**src/common/psfm_pkg.sv**
```systemverilog
// Shared constants and types for the pulse and semi-period measurement channel.
package psfm_pkg;
   // Width of every measuring counter.
   localparam int CNT_W = 32;
   // Default depth of the measurement buffer.
   localparam int FIFO_DEPTH = 16;
   // Number of routable input pins; two-bit source fields select among them.
   localparam int PIN_W = 4;
   // Register offsets on the plain register port.
   localparam logic [7:0] ADDR_CTRL = 8'h00;
   localparam logic [7:0] ADDR_GATE = 8'h04;
   localparam logic [7:0] ADDR_PERIODS = 8'h08;
   localparam logic [7:0] ADDR_STATUS = 8'h0c;
   localparam logic [7:0] ADDR_DATA_A = 8'h10;
   localparam logic [7:0] ADDR_DATA_B = 8'h14;
   // Values after reset of the gate time and period count registers.
   localparam logic [31:0] GATE_RST = 32'h0000_2710;
   localparam logic [31:0] PER_RST = 32'h0000_0003;
   // Status register bit positions.
   localparam int ST_RUN = 0;
   localparam int ST_ARM = 1;
   localparam int ST_OVF = 2;
   localparam int ST_EMPTY = 3;
   localparam int ST_FULL = 4;
   localparam int ST_CFG = 5;
   localparam int ST_LVL = 6;
   // System clock and internal timebase rates in MHz.
   localparam int CLK_MHZ = 125;
   localparam int TB_MHZ = 100;
   // Phase accumulator step and wrap that derive the timebase tick.
   localparam logic [7:0] TB_STEP = 8'(TB_MHZ);
   localparam logic [7:0] TB_WRAP = 8'(CLK_MHZ);
   // Measurement kinds.
   typedef enum logic [2:0] {
      MODE_PULSE = 3'h0,
      MODE_SEMI = 3'h1,
      MODE_LOW1 = 3'h2,
      MODE_LARGE = 3'h3,
      MODE_HIGH = 3'h4
   } psfm_mode_type;
   // Timing kinds.
   typedef enum logic [1:0] {
      TIM_OND = 2'h0,
      TIM_IMPL = 2'h1,
      TIM_SCLK = 2'h2
   } psfm_timing_type;
   // Control register layout, most significant field first.
   typedef struct packed {
      logic [1:0] tb_src;
      logic [1:0] sclk_src;
      logic [1:0] arm_src;
      logic [1:0] sig_src;
      logic tb_ext;
      logic arm_fall;
      logic edge_fall;
      logic arm_en;
      psfm_timing_type timing;
      psfm_mode_type mode;
      logic run;
   } psfm_ctrl_type;
   localparam int CTRL_W = $bits(psfm_ctrl_type);
   localparam psfm_ctrl_type CTRL_RST = '0;
   // One buffered measurement: two raw result words, a and b.
   typedef struct packed {
      logic [CNT_W-1:0] a;
      logic [CNT_W-1:0] b;
   } psfm_sample_type;
   // Capture sequencer states, one-hot.
   typedef enum logic [5:0] {
      S_IDLE = 6'b000001,
      S_ARM = 6'b000010,
      S_SEEK = 6'b000100,
      S_PH1 = 6'b001000,
      S_PH2 = 6'b010000,
      S_HOLD = 6'b100000
   } psfm_state_type;
endpackage

```
**src/core/psfm_sync.sv**
```systemverilog
// Three-stage input synchroniser with an agreement filter for pin inputs.
`timescale 1ns/100ps
module psfm_sync #(
   parameter int W = 4
) (
   // Clock and reset.
   input wire logic clock_i,
   input wire logic rst_n_i,
   // Asynchronous pins and their settled levels.
   input wire logic [W-1:0] async_i,
   output logic [W-1:0] level_o
);
   // One synchroniser chain per pin.
   for (genvar i = 0; i < W; i++) begin : g_bit
      logic s1_r;
      logic s2_r;
      logic s3_r;
      // The first stage feeds only the second; a change counts once stages two and three agree.
      always_ff @(posedge clock_i) begin
         if (!rst_n_i) begin
            s1_r <= 1'b0;
            s2_r <= 1'b0;
            s3_r <= 1'b0;
            level_o[i] <= 1'b0;
         end else begin
            s1_r <= async_i[i];
            s2_r <= s1_r;
            s3_r <= s2_r;
            if (s2_r == s3_r) begin
               level_o[i] <= s3_r;
            end
         end
      end
   end
endmodule

```
**src/core/psfm_fifo.sv**
```systemverilog
// Measurement buffer memory with a registered head word.
`timescale 1ns/100ps
module psfm_fifo #(
   parameter int W = 64,
   parameter int DEPTH = 16
) (
   // Clock and reset.
   input wire logic clock_i,
   input wire logic rst_n_i,
   // Write side.
   input wire logic wr_i,
   input wire logic [W-1:0] wdata_i,
   // Read side; the head word is always shown.
   input wire logic rd_i,
   output logic [W-1:0] rdata_o,
   output logic empty_o,
   output logic full_o
);
   localparam int AW = $clog2(DEPTH);
   // Depth must be a power of two of at least two.
   if (DEPTH < 2 || (DEPTH & (DEPTH - 1)) != 0) begin : g_chk
      $error("psfm_fifo depth must be a power of two");
   end
   logic [W-1:0] mem_r [DEPTH];
   logic [AW-1:0] wp_r;
   logic [AW-1:0] rp_r;
   logic [AW:0] cnt_r;
   logic do_rd;
   logic do_wr;
   logic [AW-1:0] rp_nxt;
   // Full and empty come straight from the occupancy count.
   assign empty_o = (cnt_r == '0);
   assign full_o = (cnt_r == (AW+1)'(DEPTH));
   assign do_rd = rd_i && !empty_o;
   assign do_wr = wr_i && !full_o;
   assign rp_nxt = do_rd ? rp_r + 1'b1 : rp_r;
   // Storage is written without reset.
   always_ff @(posedge clock_i) begin
      if (do_wr) begin
         mem_r[wp_r] <= wdata_i;
      end
   end
   // Pointers and count.
   always_ff @(posedge clock_i) begin
      if (!rst_n_i) begin
         wp_r <= '0;
         rp_r <= '0;
         cnt_r <= '0;
      end else begin
         wp_r <= do_wr ? wp_r + 1'b1 : wp_r;
         rp_r <= rp_nxt;
         cnt_r <= cnt_r + (AW+1)'(do_wr) - (AW+1)'(do_rd);
      end
   end
   // The head register bypasses a word written into the slot about to be shown.
   always_ff @(posedge clock_i) begin
      if (!rst_n_i) begin
         rdata_o <= '0;
      end else if (do_wr && wp_r == rp_nxt) begin
         rdata_o <= wdata_i;
      end else begin
         rdata_o <= mem_r[rp_nxt];
      end
   end
endmodule

```
**src/core/psfm_top.sv**
```systemverilog
// Pulse, semi-period and frequency measurement channel with register port and buffer.
//
// Summary of operation
// - Default start edge rising: high then low.
// - Starting edge selectable rising or falling.
// - On-demand captures first complete pulse, holds it.
// - On-demand ignores input while result held.
// - After host read, measure next pulse, repeat.
// - Implicit buffers every pulse's high and low.
// - Sample clock stores exactly one measurement per edge.
// - Stored value is latest pulse finished before.
// - Without arm trigger, start measuring on start.
// - Arm trigger waits for selected edge polarity.
// - Durations count selectable timebase, default 100 MHz.
// - Durations reported as raw timebase tick counts.
// - Semi-period and pulse share capture hardware.
// - Semi-period emits phases separately; pulse pairs.
// - Sample clock timing refused for semi-period.
// - Sample clock: low-frequency one result each; large-range and high-frequency refused.
// - Gate-time frequency result after gate elapses.
// - Period-count frequency result after N periods.
// - Low-frequency method measures one input period.
// - Large-range method: two counters over N periods.
// - High-frequency method: two counters, fixed time.
// - Measuring counters are thirty-two bits wide.
//
// The address-and-strobe port and the register offsets were chosen for this implementation.
`timescale 1ns/100ps
module psfm_top import psfm_pkg::*; #(
   parameter int CW = CNT_W,
   parameter int DEPTH = FIFO_DEPTH
) (
   // Clock and reset.
   input wire logic clock_i,
   input wire logic rst_n_i,
   // Register port.
   input wire logic [7:0] addr_i,
   input wire logic [31:0] wdata_i,
   input wire logic wr_i,
   input wire logic rd_i,
   output logic [31:0] rdata_o,
   // Routable input pins.
   input wire logic [PIN_W-1:0] programmable_function_input_i,
   // Channel activity.
   output logic running_o
);
   // The counters and the data path are fixed at the documented width.
   if (CW != 32) begin : g_chk
      $error("psfm_top counter width must be 32");
   end

   // Settled pin levels.
   logic [PIN_W-1:0] pin_lvl;
   // Control, gate time, period count and overflow registers.
   psfm_ctrl_type ctrl_r;
   logic [31:0] gate_r;
   logic [31:0] per_r;
   logic ovf_r;
   // Sequencer state.
   psfm_state_type st_r;
   // Previous levels for edge detection.
   logic sig_q_r;
   logic arm_q_r;
   logic sclk_q_r;
   logic tb_q_r;
   // Internal timebase phase accumulator.
   logic [7:0] tb_acc_r;
   // First and second phase durations of the pulse in progress.
   logic [CW-1:0] cnt1_r;
   logic [CW-1:0] cnt2_r;
   // Latest complete pulse.
   psfm_sample_type last_r;
   // Period counter and span counter of the two-counter methods.
   logic [CW-1:0] per_cnt_r;
   logic [CW-1:0] span_r;
   // Gate timer of the high-frequency method.
   logic [CW-1:0] gate_cnt_r;
   // Selected levels and their edges.
   logic sig_lvl;
   logic arm_lvl;
   logic sclk_lvl;
   logic tb_lvl;
   logic open_e;
   logic close_e;
   logic arm_e;
   logic sclk_e;
   logic tick;
   logic int_tick;
   // Sequencer events.
   logic measuring;
   logic hi_done;
   logic pulse_done;
   logic cfg_bad;
   logic hold_go;
   // Buffer traffic.
   logic push;
   psfm_sample_type pdata;
   psfm_sample_type head;
   logic fifo_empty;
   logic fifo_full;
   logic pop;
   // Register access decode.
   logic wr_ctrl;
   logic rd_b;

   // Pin inputs pass the three-stage synchroniser.
   psfm_sync #(.W(PIN_W)) u_sync (
      .clock_i(clock_i),
      .rst_n_i(rst_n_i),
      .async_i(programmable_function_input_i),
      .level_o(pin_lvl)
   );

   // Source routing of the measured signal, arm trigger, sample clock and timebase.
   assign sig_lvl = pin_lvl[ctrl_r.sig_src];
   assign arm_lvl = pin_lvl[ctrl_r.arm_src];
   assign sclk_lvl = pin_lvl[ctrl_r.sclk_src];
   assign tb_lvl = pin_lvl[ctrl_r.tb_src];

   // The starting edge opens each pulse; the opposite edge ends the first phase.
   assign open_e = ctrl_r.edge_fall ? (sig_q_r && !sig_lvl) : (!sig_q_r && sig_lvl);
   assign close_e = ctrl_r.edge_fall ? (!sig_q_r && sig_lvl) : (sig_q_r && !sig_lvl);
   assign arm_e = ctrl_r.arm_fall ? (arm_q_r && !arm_lvl) : (!arm_q_r && arm_lvl);
   assign sclk_e = !sclk_q_r && sclk_lvl;

   // Internal 100 MHz tick from the 125 MHz clock, or a rising pin edge.
   assign int_tick = (tb_acc_r + TB_STEP) >= TB_WRAP;
   assign tick = ctrl_r.tb_ext ? (!tb_q_r && tb_lvl) : int_tick;

   // Accumulator and edge history.
   always_ff @(posedge clock_i) begin
      if (!rst_n_i) begin
         tb_acc_r <= '0;
         sig_q_r <= 1'b0;
         arm_q_r <= 1'b0;
         sclk_q_r <= 1'b0;
         tb_q_r <= 1'b0;
      end else begin
         // The accumulator wraps at the clock rate so ticks average the timebase rate.
         tb_acc_r <= int_tick ? tb_acc_r + TB_STEP - TB_WRAP : tb_acc_r + TB_STEP;
         sig_q_r <= sig_lvl;
         arm_q_r <= arm_lvl;
         sclk_q_r <= sclk_lvl;
         tb_q_r <= tb_lvl;
      end
   end

   // Configurations that the channel refuses to start with.
   always_comb begin
      cfg_bad = 1'b0;
      if (ctrl_r.mode == MODE_SEMI && ctrl_r.timing == TIM_SCLK) begin
         cfg_bad = 1'b1;
      end
      if ((ctrl_r.mode == MODE_LARGE || ctrl_r.mode == MODE_HIGH)
          && ctrl_r.timing == TIM_SCLK) begin
         cfg_bad = 1'b1;
      end
      if (ctrl_r.mode > MODE_HIGH || ctrl_r.timing > TIM_SCLK) begin
         cfg_bad = 1'b1;
      end
      if (per_r == '0 || gate_r == '0) begin
         cfg_bad = 1'b1;
      end
   end

   // Pulse milestones; a pulse counts only after both edges were seen.
   assign measuring = (st_r == S_SEEK) || (st_r == S_PH1) || (st_r == S_PH2);
   assign hi_done = (st_r == S_PH1) && close_e;
   assign pulse_done = (st_r == S_PH2) && open_e;

   // Result selection per measurement kind and timing.
   always_comb begin
      push = 1'b0;
      pdata = '0;
      if (ctrl_r.timing == TIM_SCLK && measuring) begin
         // One stored word per sample clock edge, taken from the latest complete pulse.
         push = sclk_e;
         if (ctrl_r.mode == MODE_LOW1) begin
            pdata.a = CW'(1);
            pdata.b = last_r.a + last_r.b;
         end else begin
            pdata = last_r;
         end
      end else begin
         unique case (ctrl_r.mode)
            MODE_PULSE: begin
               // The high and low phase of one pulse form one word.
               push = pulse_done;
               pdata.a = cnt1_r;
               pdata.b = cnt2_r;
            end
            MODE_SEMI: begin
               // Each phase is its own word; b marks the first phase.
               push = hi_done || pulse_done;
               pdata.a = hi_done ? cnt1_r : cnt2_r;
               pdata.b = CW'(hi_done);
            end
            MODE_LOW1: begin
               // One input period measured in ticks.
               push = pulse_done;
               pdata.a = CW'(1);
               pdata.b = cnt1_r + cnt2_r;
            end
            MODE_LARGE: begin
               // The period counter closes the span after the set number of periods.
               // Only a running span may close; idle, armed or held states never push.
               push = (st_r == S_PH1 || st_r == S_PH2) && open_e
                      && (per_cnt_r + CW'(1) == per_r);
               pdata.a = per_r;
               pdata.b = span_r;
            end
            MODE_HIGH: begin
               // The gate timer closes after the set time; periods seen are reported.
               push = measuring && (gate_cnt_r + CW'(tick) >= gate_r);
               pdata.a = per_cnt_r + CW'(open_e);
               pdata.b = gate_r;
            end
            default: begin
               push = 1'b0;
            end
         endcase
      end
   end

   // On-demand timing holds after each completed result, except a semi-period first phase.
   assign hold_go = (ctrl_r.timing == TIM_OND) && push
                    && !(ctrl_r.mode == MODE_SEMI && hi_done);

   // Capture sequencer.
   always_ff @(posedge clock_i) begin
      if (!rst_n_i) begin
         st_r <= S_IDLE;
      end else if (!ctrl_r.run) begin
         st_r <= S_IDLE;
      end else begin
         unique case (st_r)
            S_IDLE: begin
               // Start at once unless an arm trigger is enabled.
               if (!cfg_bad) begin
                  st_r <= ctrl_r.arm_en ? S_ARM : S_SEEK;
               end
            end
            S_ARM: begin
               if (arm_e) begin
                  st_r <= S_SEEK;
               end
            end
            S_SEEK: begin
               // Partial pulses before the first starting edge are skipped.
               if (hold_go) begin
                  st_r <= S_HOLD;
               end else if (open_e) begin
                  st_r <= S_PH1;
               end
            end
            S_PH1: begin
               if (hold_go) begin
                  st_r <= S_HOLD;
               end else if (close_e) begin
                  st_r <= S_PH2;
               end
            end
            S_PH2: begin
               if (hold_go) begin
                  st_r <= S_HOLD;
               end else if (open_e) begin
                  st_r <= S_PH1;
               end
            end
            S_HOLD: begin
               // Input is ignored until the host has drained the result.
               if (fifo_empty) begin
                  st_r <= S_SEEK;
               end
            end
            default: begin
               st_r <= S_IDLE;
            end
         endcase
      end
   end

   // Phase counters and the latest complete pulse.
   always_ff @(posedge clock_i) begin
      if (!rst_n_i) begin
         cnt1_r <= '0;
         cnt2_r <= '0;
         last_r <= '0;
      end else if (st_r == S_IDLE || st_r == S_ARM) begin
         // A pulse seen before measuring began is never reported later.
         cnt1_r <= '0;
         cnt2_r <= '0;
         last_r <= '0;
      end else if (st_r == S_SEEK || (st_r == S_PH2 && open_e)) begin
         cnt1_r <= '0;
         cnt2_r <= '0;
         if (pulse_done) begin
            last_r <= '{a: cnt1_r, b: cnt2_r};
         end
      end else if (st_r == S_PH1) begin
         cnt1_r <= cnt1_r + CW'(tick);
      end else if (st_r == S_PH2) begin
         cnt2_r <= cnt2_r + CW'(tick);
      end
   end

   // Period, span and gate counters of the frequency methods.
   always_ff @(posedge clock_i) begin
      if (!rst_n_i) begin
         per_cnt_r <= '0;
         span_r <= '0;
         gate_cnt_r <= '0;
      end else if (!measuring) begin
         per_cnt_r <= '0;
         span_r <= '0;
         gate_cnt_r <= '0;
      end else if (ctrl_r.mode == MODE_HIGH) begin
         // The gate runs from the start; every starting edge inside it counts.
         gate_cnt_r <= push ? '0 : gate_cnt_r + CW'(tick);
         per_cnt_r <= push ? '0 : per_cnt_r + CW'(open_e);
      end else if (st_r != S_SEEK) begin
         // The span runs from the first starting edge over whole periods.
         per_cnt_r <= push ? '0 : per_cnt_r + CW'(open_e);
         span_r <= push ? CW'(tick) : span_r + CW'(tick);
      end
   end

   // Register port decode.
   assign wr_ctrl = wr_i && addr_i == ADDR_CTRL;
   assign rd_b = rd_i && addr_i == ADDR_DATA_B;
   assign pop = rd_b && !fifo_empty;

   // Control registers.
   always_ff @(posedge clock_i) begin
      if (!rst_n_i) begin
         ctrl_r <= CTRL_RST;
         gate_r <= GATE_RST;
         per_r <= PER_RST;
      end else if (wr_i) begin
         if (wr_ctrl) begin
            ctrl_r <= psfm_ctrl_type'(wdata_i[CTRL_W-1:0]);
         end
         if (addr_i == ADDR_GATE) begin
            gate_r <= wdata_i;
         end
         if (addr_i == ADDR_PERIODS) begin
            per_r <= wdata_i;
         end
      end
   end

   // Overflow flag; a new overflow wins over a clear written in the same cycle.
   always_ff @(posedge clock_i) begin
      if (!rst_n_i) begin
         ovf_r <= 1'b0;
      end else if (push && fifo_full) begin
         ovf_r <= 1'b1;
      end else if (wr_i && addr_i == ADDR_STATUS && wdata_i[ST_OVF]) begin
         ovf_r <= 1'b0;
      end
   end

   // Measurement buffer; a push into a full buffer is dropped inside it.
   psfm_fifo #(.W($bits(psfm_sample_type)), .DEPTH(DEPTH)) u_fifo (
      .clock_i(clock_i),
      .rst_n_i(rst_n_i),
      .wr_i(push),
      .wdata_i(pdata),
      .rd_i(pop),
      .rdata_o(head),
      .empty_o(fifo_empty),
      .full_o(fifo_full)
   );

   // Read data one cycle after the strobe; reading word b pops the head.
   always_ff @(posedge clock_i) begin
      if (!rst_n_i) begin
         rdata_o <= '0;
      end else if (rd_i) begin
         unique case (addr_i)
            ADDR_CTRL: rdata_o <= 32'(ctrl_r);
            ADDR_GATE: rdata_o <= gate_r;
            ADDR_PERIODS: rdata_o <= per_r;
            ADDR_STATUS: begin
               rdata_o <= '0;
               rdata_o[ST_RUN] <= st_r != S_IDLE;
               rdata_o[ST_ARM] <= st_r == S_ARM;
               rdata_o[ST_OVF] <= ovf_r;
               rdata_o[ST_EMPTY] <= fifo_empty;
               rdata_o[ST_FULL] <= fifo_full;
               rdata_o[ST_CFG] <= cfg_bad;
               rdata_o[ST_LVL] <= sig_lvl;
            end
            ADDR_DATA_A: rdata_o <= fifo_empty ? '0 : head.a;
            ADDR_DATA_B: rdata_o <= fifo_empty ? '0 : head.b;
            default: rdata_o <= '0;
         endcase
      end else begin
         rdata_o <= '0;
      end
   end

   // Activity output.
   always_ff @(posedge clock_i) begin
      if (!rst_n_i) begin
         running_o <= 1'b0;
      end else begin
         running_o <= st_r != S_IDLE;
      end
   end
endmodule

```
**config.mk**
```make
export PLATFORM = sky130hd
export DESIGN_NAME = psfm_top
export DESIGN_NICKNAME = d
export VERILOG_FILES = /design/src/common/psfm_pkg.sv /design/src/core/psfm_sync.sv /design/src/core/psfm_fifo.sv /design/src/core/psfm_top.sv
export SDC_FILE = /design/constraint.sdc
export NUM_CORES = 2
export LEC_CHECK = 0
export BUFFER_PORTS_ARGS = -buffer_cell sky130_fd_sc_hd__buf_2
export CAP_MARGIN = 30
export CORE_MARGIN = 3
export CORE_UTILIZATION = 55
export CTS_CLUSTER_SIZE = 20
export DETAILED_ROUTE_END_ITERATION = 10
export PLACE_DENSITY = 0.71
export SYNTH_ARGS = -nofsm -noshare
export SYNTH_HDL_FRONTEND = slang
export SYNTH_SLANG_ARGS = --single-unit
```
**constraint.sdc**
```tcl
create_clock -name clock_i -period 12.45 [get_ports clock_i]
set_input_delay 1.8675 -clock clock_i [delete_from_list [all_inputs] [get_ports clock_i]]
set_output_delay 1.8675 -clock clock_i [all_outputs]
set_load 0.1 [all_outputs]
```
# --- Word-level counts from Yosys, hierarchy flattened ---
# Memories as Yosys holds them, arrays and structs flattened. A register that Yosys moved wholly into a read port is not among the register bits.
# Index checks and enable logic that the tools add are counted.
totals:
  regBits: 387
  ram_bits: 1024
  input_bits: 48
  out_inout_bits: 33
  wordCells: 214
  mem_count: 1
memory_table:
  columns: ["memory", "depth", "width", "read_ports", "rd_ports_with_merged_regs", "wr", "line_no", "text"]
  rows:
  - ["u_fifo.mem_r", 16, 64, 1, 1, 1, "psfm_fifo.sv:24", "logic [W-1:0] mem_r [DEPTH];"]
op_classes:
  add_sub_neg: 14
  magnitude_cmp: 8
  n_eq_ne: 29
  muxes: 45
  n_bitwise: 3
  n_reduce_logical: 66
op_table:
  columns: ["cell", "count"]
  rows:
  - ["$pmux 64 s5", 1]
  - ["$mux 32", 8]
  - ["$pmux 32 s6", 1]
  - ["$add 32x1->32", 5]
  - ["$mux 64", 2]
  - ["$add 32x32->32", 2]
  - ["$logic_not 32->1", 2]
  - ["$mux 6", 7]
  - ["$add 32x1->32 const B", 1]
  - ["$eq 32x32->1", 1]
  - ["$ge 32x32->1", 1]
  - ["$pmux 6 s5", 1]
  - ["$logic_and 1x1->1", 25]
  - ["$reduce_and 2->1", 9]
  - ["$mux 1", 17]
  - ["$eq 8x4->1 const B", 2]
  - ["$eq 8x5->1 const B", 2]
  - ["$lt 2x3->1 const B", 4]
  - ["$logic_not 1->1", 10]
  - ["$logic_or 1x1->1", 9]
  - ["$add 4x1->4 const B", 2]
  - ["$add 8x7->8 const B", 1]
  - ["$bmux 1 s2", 4]
  - ["$eq 8x3->1 const B", 1]
  - ["other kinds (36)", 47]

# --- Longest topological paths before layout ---
logic_depth:
  depth_word: 13
  ltp_mapped: 36
  depth_no_buf: 32

# --- Cells and area by module ---
# Synthesis repeated with hierarchy kept, for this count alone.
hier_totals:
  cells_unflattened: 6343
  area_unflattened_um2: 74639.1
by_module_without_submodules:
  columns: ["module", "instances", "cells_per_inst", "area_each_um2", "seq_area_each_um2"]
  rows:
  - ["psfm_fifo", 1, 3152, 50302.0, 32291.0]
  - ["psfm_top", 1, 3150, 23855.4, 7166.9]
  - ["psfm_sync", 1, 41, 481.7, 320.3]

# --- Worst setup path before layout ---
# OpenSTA, ideal clock, no wires.
synth_timing:
  path_type: "register -> register"
  startpoint: "register tb_acc_r[2]"
  endpoint: "memory u_fifo.mem_r[3][0], enable pin"
  setup_time_ns: 0.564
  arrival_time_ns: 9.960
  t_required_ns: 11.886
  slack_ns: 1.925
  path_stages_with_launch: 32
  n_path_buf: 4
  synth_period_minus_slack_ns: 10.525
  path_cell_list: "dfxtp_1 ha_1 xor2_1 nand2_1 nor2_1 a31o_2 clkbuf_1 nor2_1 a21oi_1 ha_1 ha_1 and3_1 nand3_1 nor3_1 and2_1 clkbuf_1 nand3_1 nor2_1 nand3_1 xnor2_1 ha_1 nand4_1 nor3_1 and3_1 a21boi_0 a31oi_1 a41oi_1 a211o_1 buf_4 buf_2 nand3_1 nor3_1"
synth_via:
  elab_chain_cells: 11
synth_rtl:
  columns: ["element", "line_no", "text"]
  rows:
  - ["start: declaration", "psfm_top.sv:67", "logic [7:0] tb_acc_r;"]
  - ["start signal: assignment", "psfm_top.sv:140", "tb_acc_r <= int_tick ? tb_acc_r + TB_STEP - TB_WRAP : tb_acc_r + TB_STEP;"]
  - ["$add 8x7->8", "psfm_top.sv:127", "assign int_tick = (tb_acc_r + TB_STEP) >= TB_WRAP;"]
  - ["$ge 8x7->1", "psfm_top.sv:127", null]
  - ["$mux 1", "psfm_top.sv:128", "assign tick = ctrl_r.tb_ext ? (!tb_q_r && tb_lvl) : int_tick;"]
  - ["$add 32x1->32", "psfm_top.sv:214", "push = measuring && (gate_cnt_r + CW'(tick) >= gate_r);"]
  - ["$ge 32x32->1", "psfm_top.sv:214", null]
  - ["$logic_and 1x1->1", "psfm_top.sv:214", null]
  - ["$pmux 1 s4", "psfm_top.sv:185", "unique case (ctrl_r.mode)"]
  - ["$mux 1", "psfm_top.sv:175", "if (ctrl_r.timing == TIM_SCLK && measuring) begin"]
  - ["$logic_and 1x1->1", "psfm_fifo.sv:35", "assign do_wr = wr_i && !full_o;"]
  - ["$mux 1", "psfm_fifo.sv:39", "if (do_wr) begin"]
  - ["$mux 1 (implied by the code)", "psfm_fifo.sv:40", "mem_r[wp_r] <= wdata_i;"]
  - ["end: declaration", "psfm_fifo.sv:24", null]
# No other way between the ends.

# --- Final worst setup path ---
layout_timing:
  startpoint: "register tb_acc_r[2]"
  endpoint: "memory u_fifo.mem_r[10][57], enable pin"
# Same word-level chain as after synthesis.

==> impl_metrics.csv <==
group,metric,value,unit
timing,hold_violations,0,
placement,io_buffers,80,
logic_synthesis,synth-simple-area-share,17.5,%
global_routing,antenna_found_initial,6,
status,status,"finished, final reports clean",
setup_path,r2r_setup_slack,3.38,ns
logic_synthesis,synth_top_area_share,45.8,%
clocking,cts_setup_buffers,0,
setup_path,r2r-start,"tb_acc_r[2]$_SDFF_PN0_",
setup_path,crit_slowest_cell,"nor2_4",
clocking,root_buffer,"clkbuf_16",
logic_synthesis,yosysTopAreaCell,"edfxtp_1",
setup_path,worstPathArrival,9.49,ns
logic_synthesis,yosys-top-cells-area,"edfxtp_1 (46%), dfxtp_1 (13%), nand2_1 (8.6%)",
power_and_ir_drop,power.leakage,25.3,nW
flow_run,cap_viol_max_count,0,
worst_hold_path,holdPathStages,1,
clocking,cts_made_buffers,153,
worst_hold_path,worstHoldStart,"u_sync.g_bit[2].s1_r$_SDFF_PN0_",
logic_synthesis,synth_seq_cells,1475,
floorplan,rows,127,
timing,setup_viol,0,
logic_synthesis,yosysMostFrequentCell,"nand2_1",
clocking,clock_latency,0.83,ns
global_routing,grtUsageTotal,31.4,%
setup_path,crit_fanout,27,
power_and_ir_drop,p_total,9.96,mW
floorplan,core,120000,um2
global_routing,grt.overflow.total,0,
layout,n_fill_cell,9696,
power_and_ir_drop,ir_drop,136,uV
worst_hold_path,hp-class,"reg2reg",
clocking,holdBufCountCts,0,
clocking,path_clk_slew,0.06,ns
timing,fin_crit_sh,72.8,%
logic_synthesis,synth.area.mux_share,2.59,%
timing,skew,0.0507,ns
logic_synthesis,synth_fp_nets,6497,
route,drt_iter0_drc,6800,
global_routing,grt_max_degree,188,
setup_path,start_kind,"register",
placement,hpwlAfterDp,126,mm
logic_synthesis,ys_top_cells_by_count,"nand2_1 (1,542), edfxtp_1 (1,024), dfxtp_1 (451)",
setup_path,reg2reg_depth,30,
setup_path,critical_path_class,"reg2reg",
route,antenna_left,0,
timing,finalSetupTns,0,ns
logic_synthesis,synthArstFlopShare,0,%
layout,fin_util,61.9,%
timing,fin_crit,9.07,ns
route,dr.pass1.iters,7,
timing,final_max_slew_viol_count,0,
layout,area_delta_synth_final,11.0,%
floorplan,die_h,355,um
logic_synthesis,synth-warning-count,0,
global_routing,grt_pass1_wl,302,mm
logic_synthesis,syn_inst,6326,
floorplan,pin_count,81,
setup_path,critPathRequiredTime,12.88,ns
timing,worst_pin_slew,1.08,ns
route,num_vias,50835,
logic_synthesis,synth_top_flop_cell,"edfxtp_1",
layout,nets,6446,
logic_synthesis,synth_edf_count,1024,
setup_path,crit_top_cell,"ha_1",
placement,globalplace.congestion,0.969,
floorplan,initial_core_util,55.7,%
route,route.detailed.drc,0,
clocking,cts_tree,"built",
clocking,cts_max_path_buffers,3,
logic_synthesis,synth_top_family_by_area,"simple AND/OR/NAND/NOR gates",
power_and_ir_drop,cellPowerDensity,134,nW/um2
floorplan,die_area,126000,um2
route,wire_per_inst,25.1,um
logic_synthesis,synth_cell_types,79,
setup_path,slowest_delay,0.59,ns
clocking,cts_htree_levels,4,
timing,clock.fmax,110,MHz
logic_synthesis,synthesis.area,67100,um2
layout,drive_gt1_share,9.21,%
clocking,cts.repair.resized,0,
route,vias_per_cell,6.34,
route,drt_wl_total,202,mm
logic_synthesis,synthXorXnorAreaFrac,3.42,%
global_routing,grt_pass1_vias,48013,
logic_synthesis,seq_area_frac_synth,59.3,%
timing,max-slew-margin-rel,28.2,%
worst_hold_path,min_to,"u_sync.g_bit[2].s2_r$_SDFF_PN0_",
logic_synthesis,synth_area_per_cell,10.6,um2
floorplan,die_x,355,um
timing,rsz0062_at_grt,"no",
clocking,cts.sinks,1475,
setup_path,rr_endpoint,"u_fifo.mem_r[10][57]$_DFFE_PP_",
logic_synthesis,synth_compound_area_share,11.8,%
setup_path,crit_path_end_kind,"register",
logic_synthesis,synthAdderAreaFrac,2.33,%
## kinds of logic (layout without fill, tap and decap cells)
group / Yosys count / count (layout)
AOI/OAI and AO/OA: 1184 / 1184
buffers and inverters: 508 / 578
adders and majority gates: 123 / 123
muxes: 109 / 109
DFF: 1475 / 1475
other: 0 / 7
xor gates and xnor gates: 262 / 262
and+or+nand+nor: 2665 / 2665
## metal layers
metal	vias up	wire length (um)	GRT usage [%]
li1	22793	-	-
met2	2664	92300	49.1
met4	2	9020	13.9
met3	469	19400	6.09
met5	-	19	0
met1	24907	80800	42.9
## registers in the layout (all words and copies together) (netlist names), 18 cells and up
register and count:
gate_cnt_r 32, u_fifo.rdata_o 64, rdata_o 32, last_r 64
ctrl_r 18, cnt1_r 32, gate_r 32, cnt2_r 32
per_cnt_r 32, per_r 32, u_fifo.mem_r 1024, span_r 32
## layout make-up
type | instances | area [um2] | area share [%]
diodes | 7 | 17.5 | 0.0235
well taps | 1612 | 2020 | 2.71
inverters | 74 | 278 | 0.373
clock buffers | 204 | 4180 | 5.62
clock inverters | 72 | 871 | 1.17
flip-flops and latches | 1475 | 39800 | 53.4
repair buffers | 228 | 1730 | 2.33
multi-input cells | 4343 | 25600 | 34.4
## worst max path at each step
| stage | startpoint | to | slack [ns] | depth (start not counted) |
|---|---|---|---|---|
| after global placement | tb_acc_r[2]$_SDFF_PN0_ | u_fifo.mem_r[6][16]$_DFFE_PP_ | 3.50 | 29 |
| after CTS | tb_acc_r[2]$_SDFF_PN0_ | u_fifo.mem_r[10][57]$_DFFE_PP_ | 3.31 | 30 |
| after floorplan | tb_acc_r[2]$_SDFF_PN0_ | u_fifo.mem_r[3][0]$_DFFE_PP_ | 1.93 | 31 |
| after global routing | tb_acc_r[2]$_SDFF_PN0_ | u_fifo.mem_r[10][57]$_DFFE_PP_ | 2.69 | 30 |
| after detailed placement | tb_acc_r[2]$_SDFF_PN0_ | u_fifo.mem_r[10][57]$_DFFE_PP_ | 3.28 | 30 |
| final | tb_acc_r[2]$_SDFF_PN0_ | u_fifo.mem_r[10][57]$_DFFE_PP_ | 3.38 | 30 |
## worst max-delay path: cells and delay by family (launching register included)
kind	cells	cell delay (ns)
XOR/XNOR	2	0.47
AND/OR/NAND/NOR	16	4.02
AO/OA/AOI/OAI	6	1.69
flip-flops	1	0.39
buffers and inverters	2	1.01
adder cells (fa/ha/maj)	4	1.05
## cells in the final DEF (no fill, tap or decap), types with 20 or more instances in the layout
master     count
nand2_1     1539
edfxtp_1    1024
dfxtp_1      450
a21oi_1      324
nand3_1      322
nor2_1       300
a311oi_1     159
and3_1       157
o21ai_0      156
clkbuf_16    156
xnor2_1      131
buf_4        131
xor2_1       126
ha_1         120
a21boi_0      89
buf_2         79
inv_1         74
a31oi_1       63
a21boi_1      58
and2_1        51
nand4_1       49
mux4_2        49
a22oi_1       47
a222oi_1      42
clkbuf_1      38
nor3_1        37
nor2b_1       36
nand3b_1      35
nor4_1        33
o22ai_1       33
mux2i_1       33
a221oi_1      27
mux2_2        25
o21ai_1       23
a211oi_1      22
a21o_1        22
a22o_1        20
clkinv_1      20
## where the power goes
part | internal, mW | switching, mW | total (mW)
Sequential | 5.20 | 0.0138 | 5.21
Combinational | 0.0583 | 0.0751 | 0.133
Clock | 2.64 | 1.98 | 4.62
Total | 7.89 | 2.07 | 9.96
## stage by stage
stage                     instance area [um2]  hold slack [ns]  setup slack [ns]  instances
after floorplan                         67100            0.412              1.93       6326
after global placement                  69200            0.420              3.50       7721
after detailed placement                69400            0.425              3.28       7731
after CTS                               74500            0.446              3.31       8007
after global routing                    74500            0.460              2.69       8008
final                                   74500            0.437              3.38       8015
Note: power is estimated with default switching activity, not from simulation.
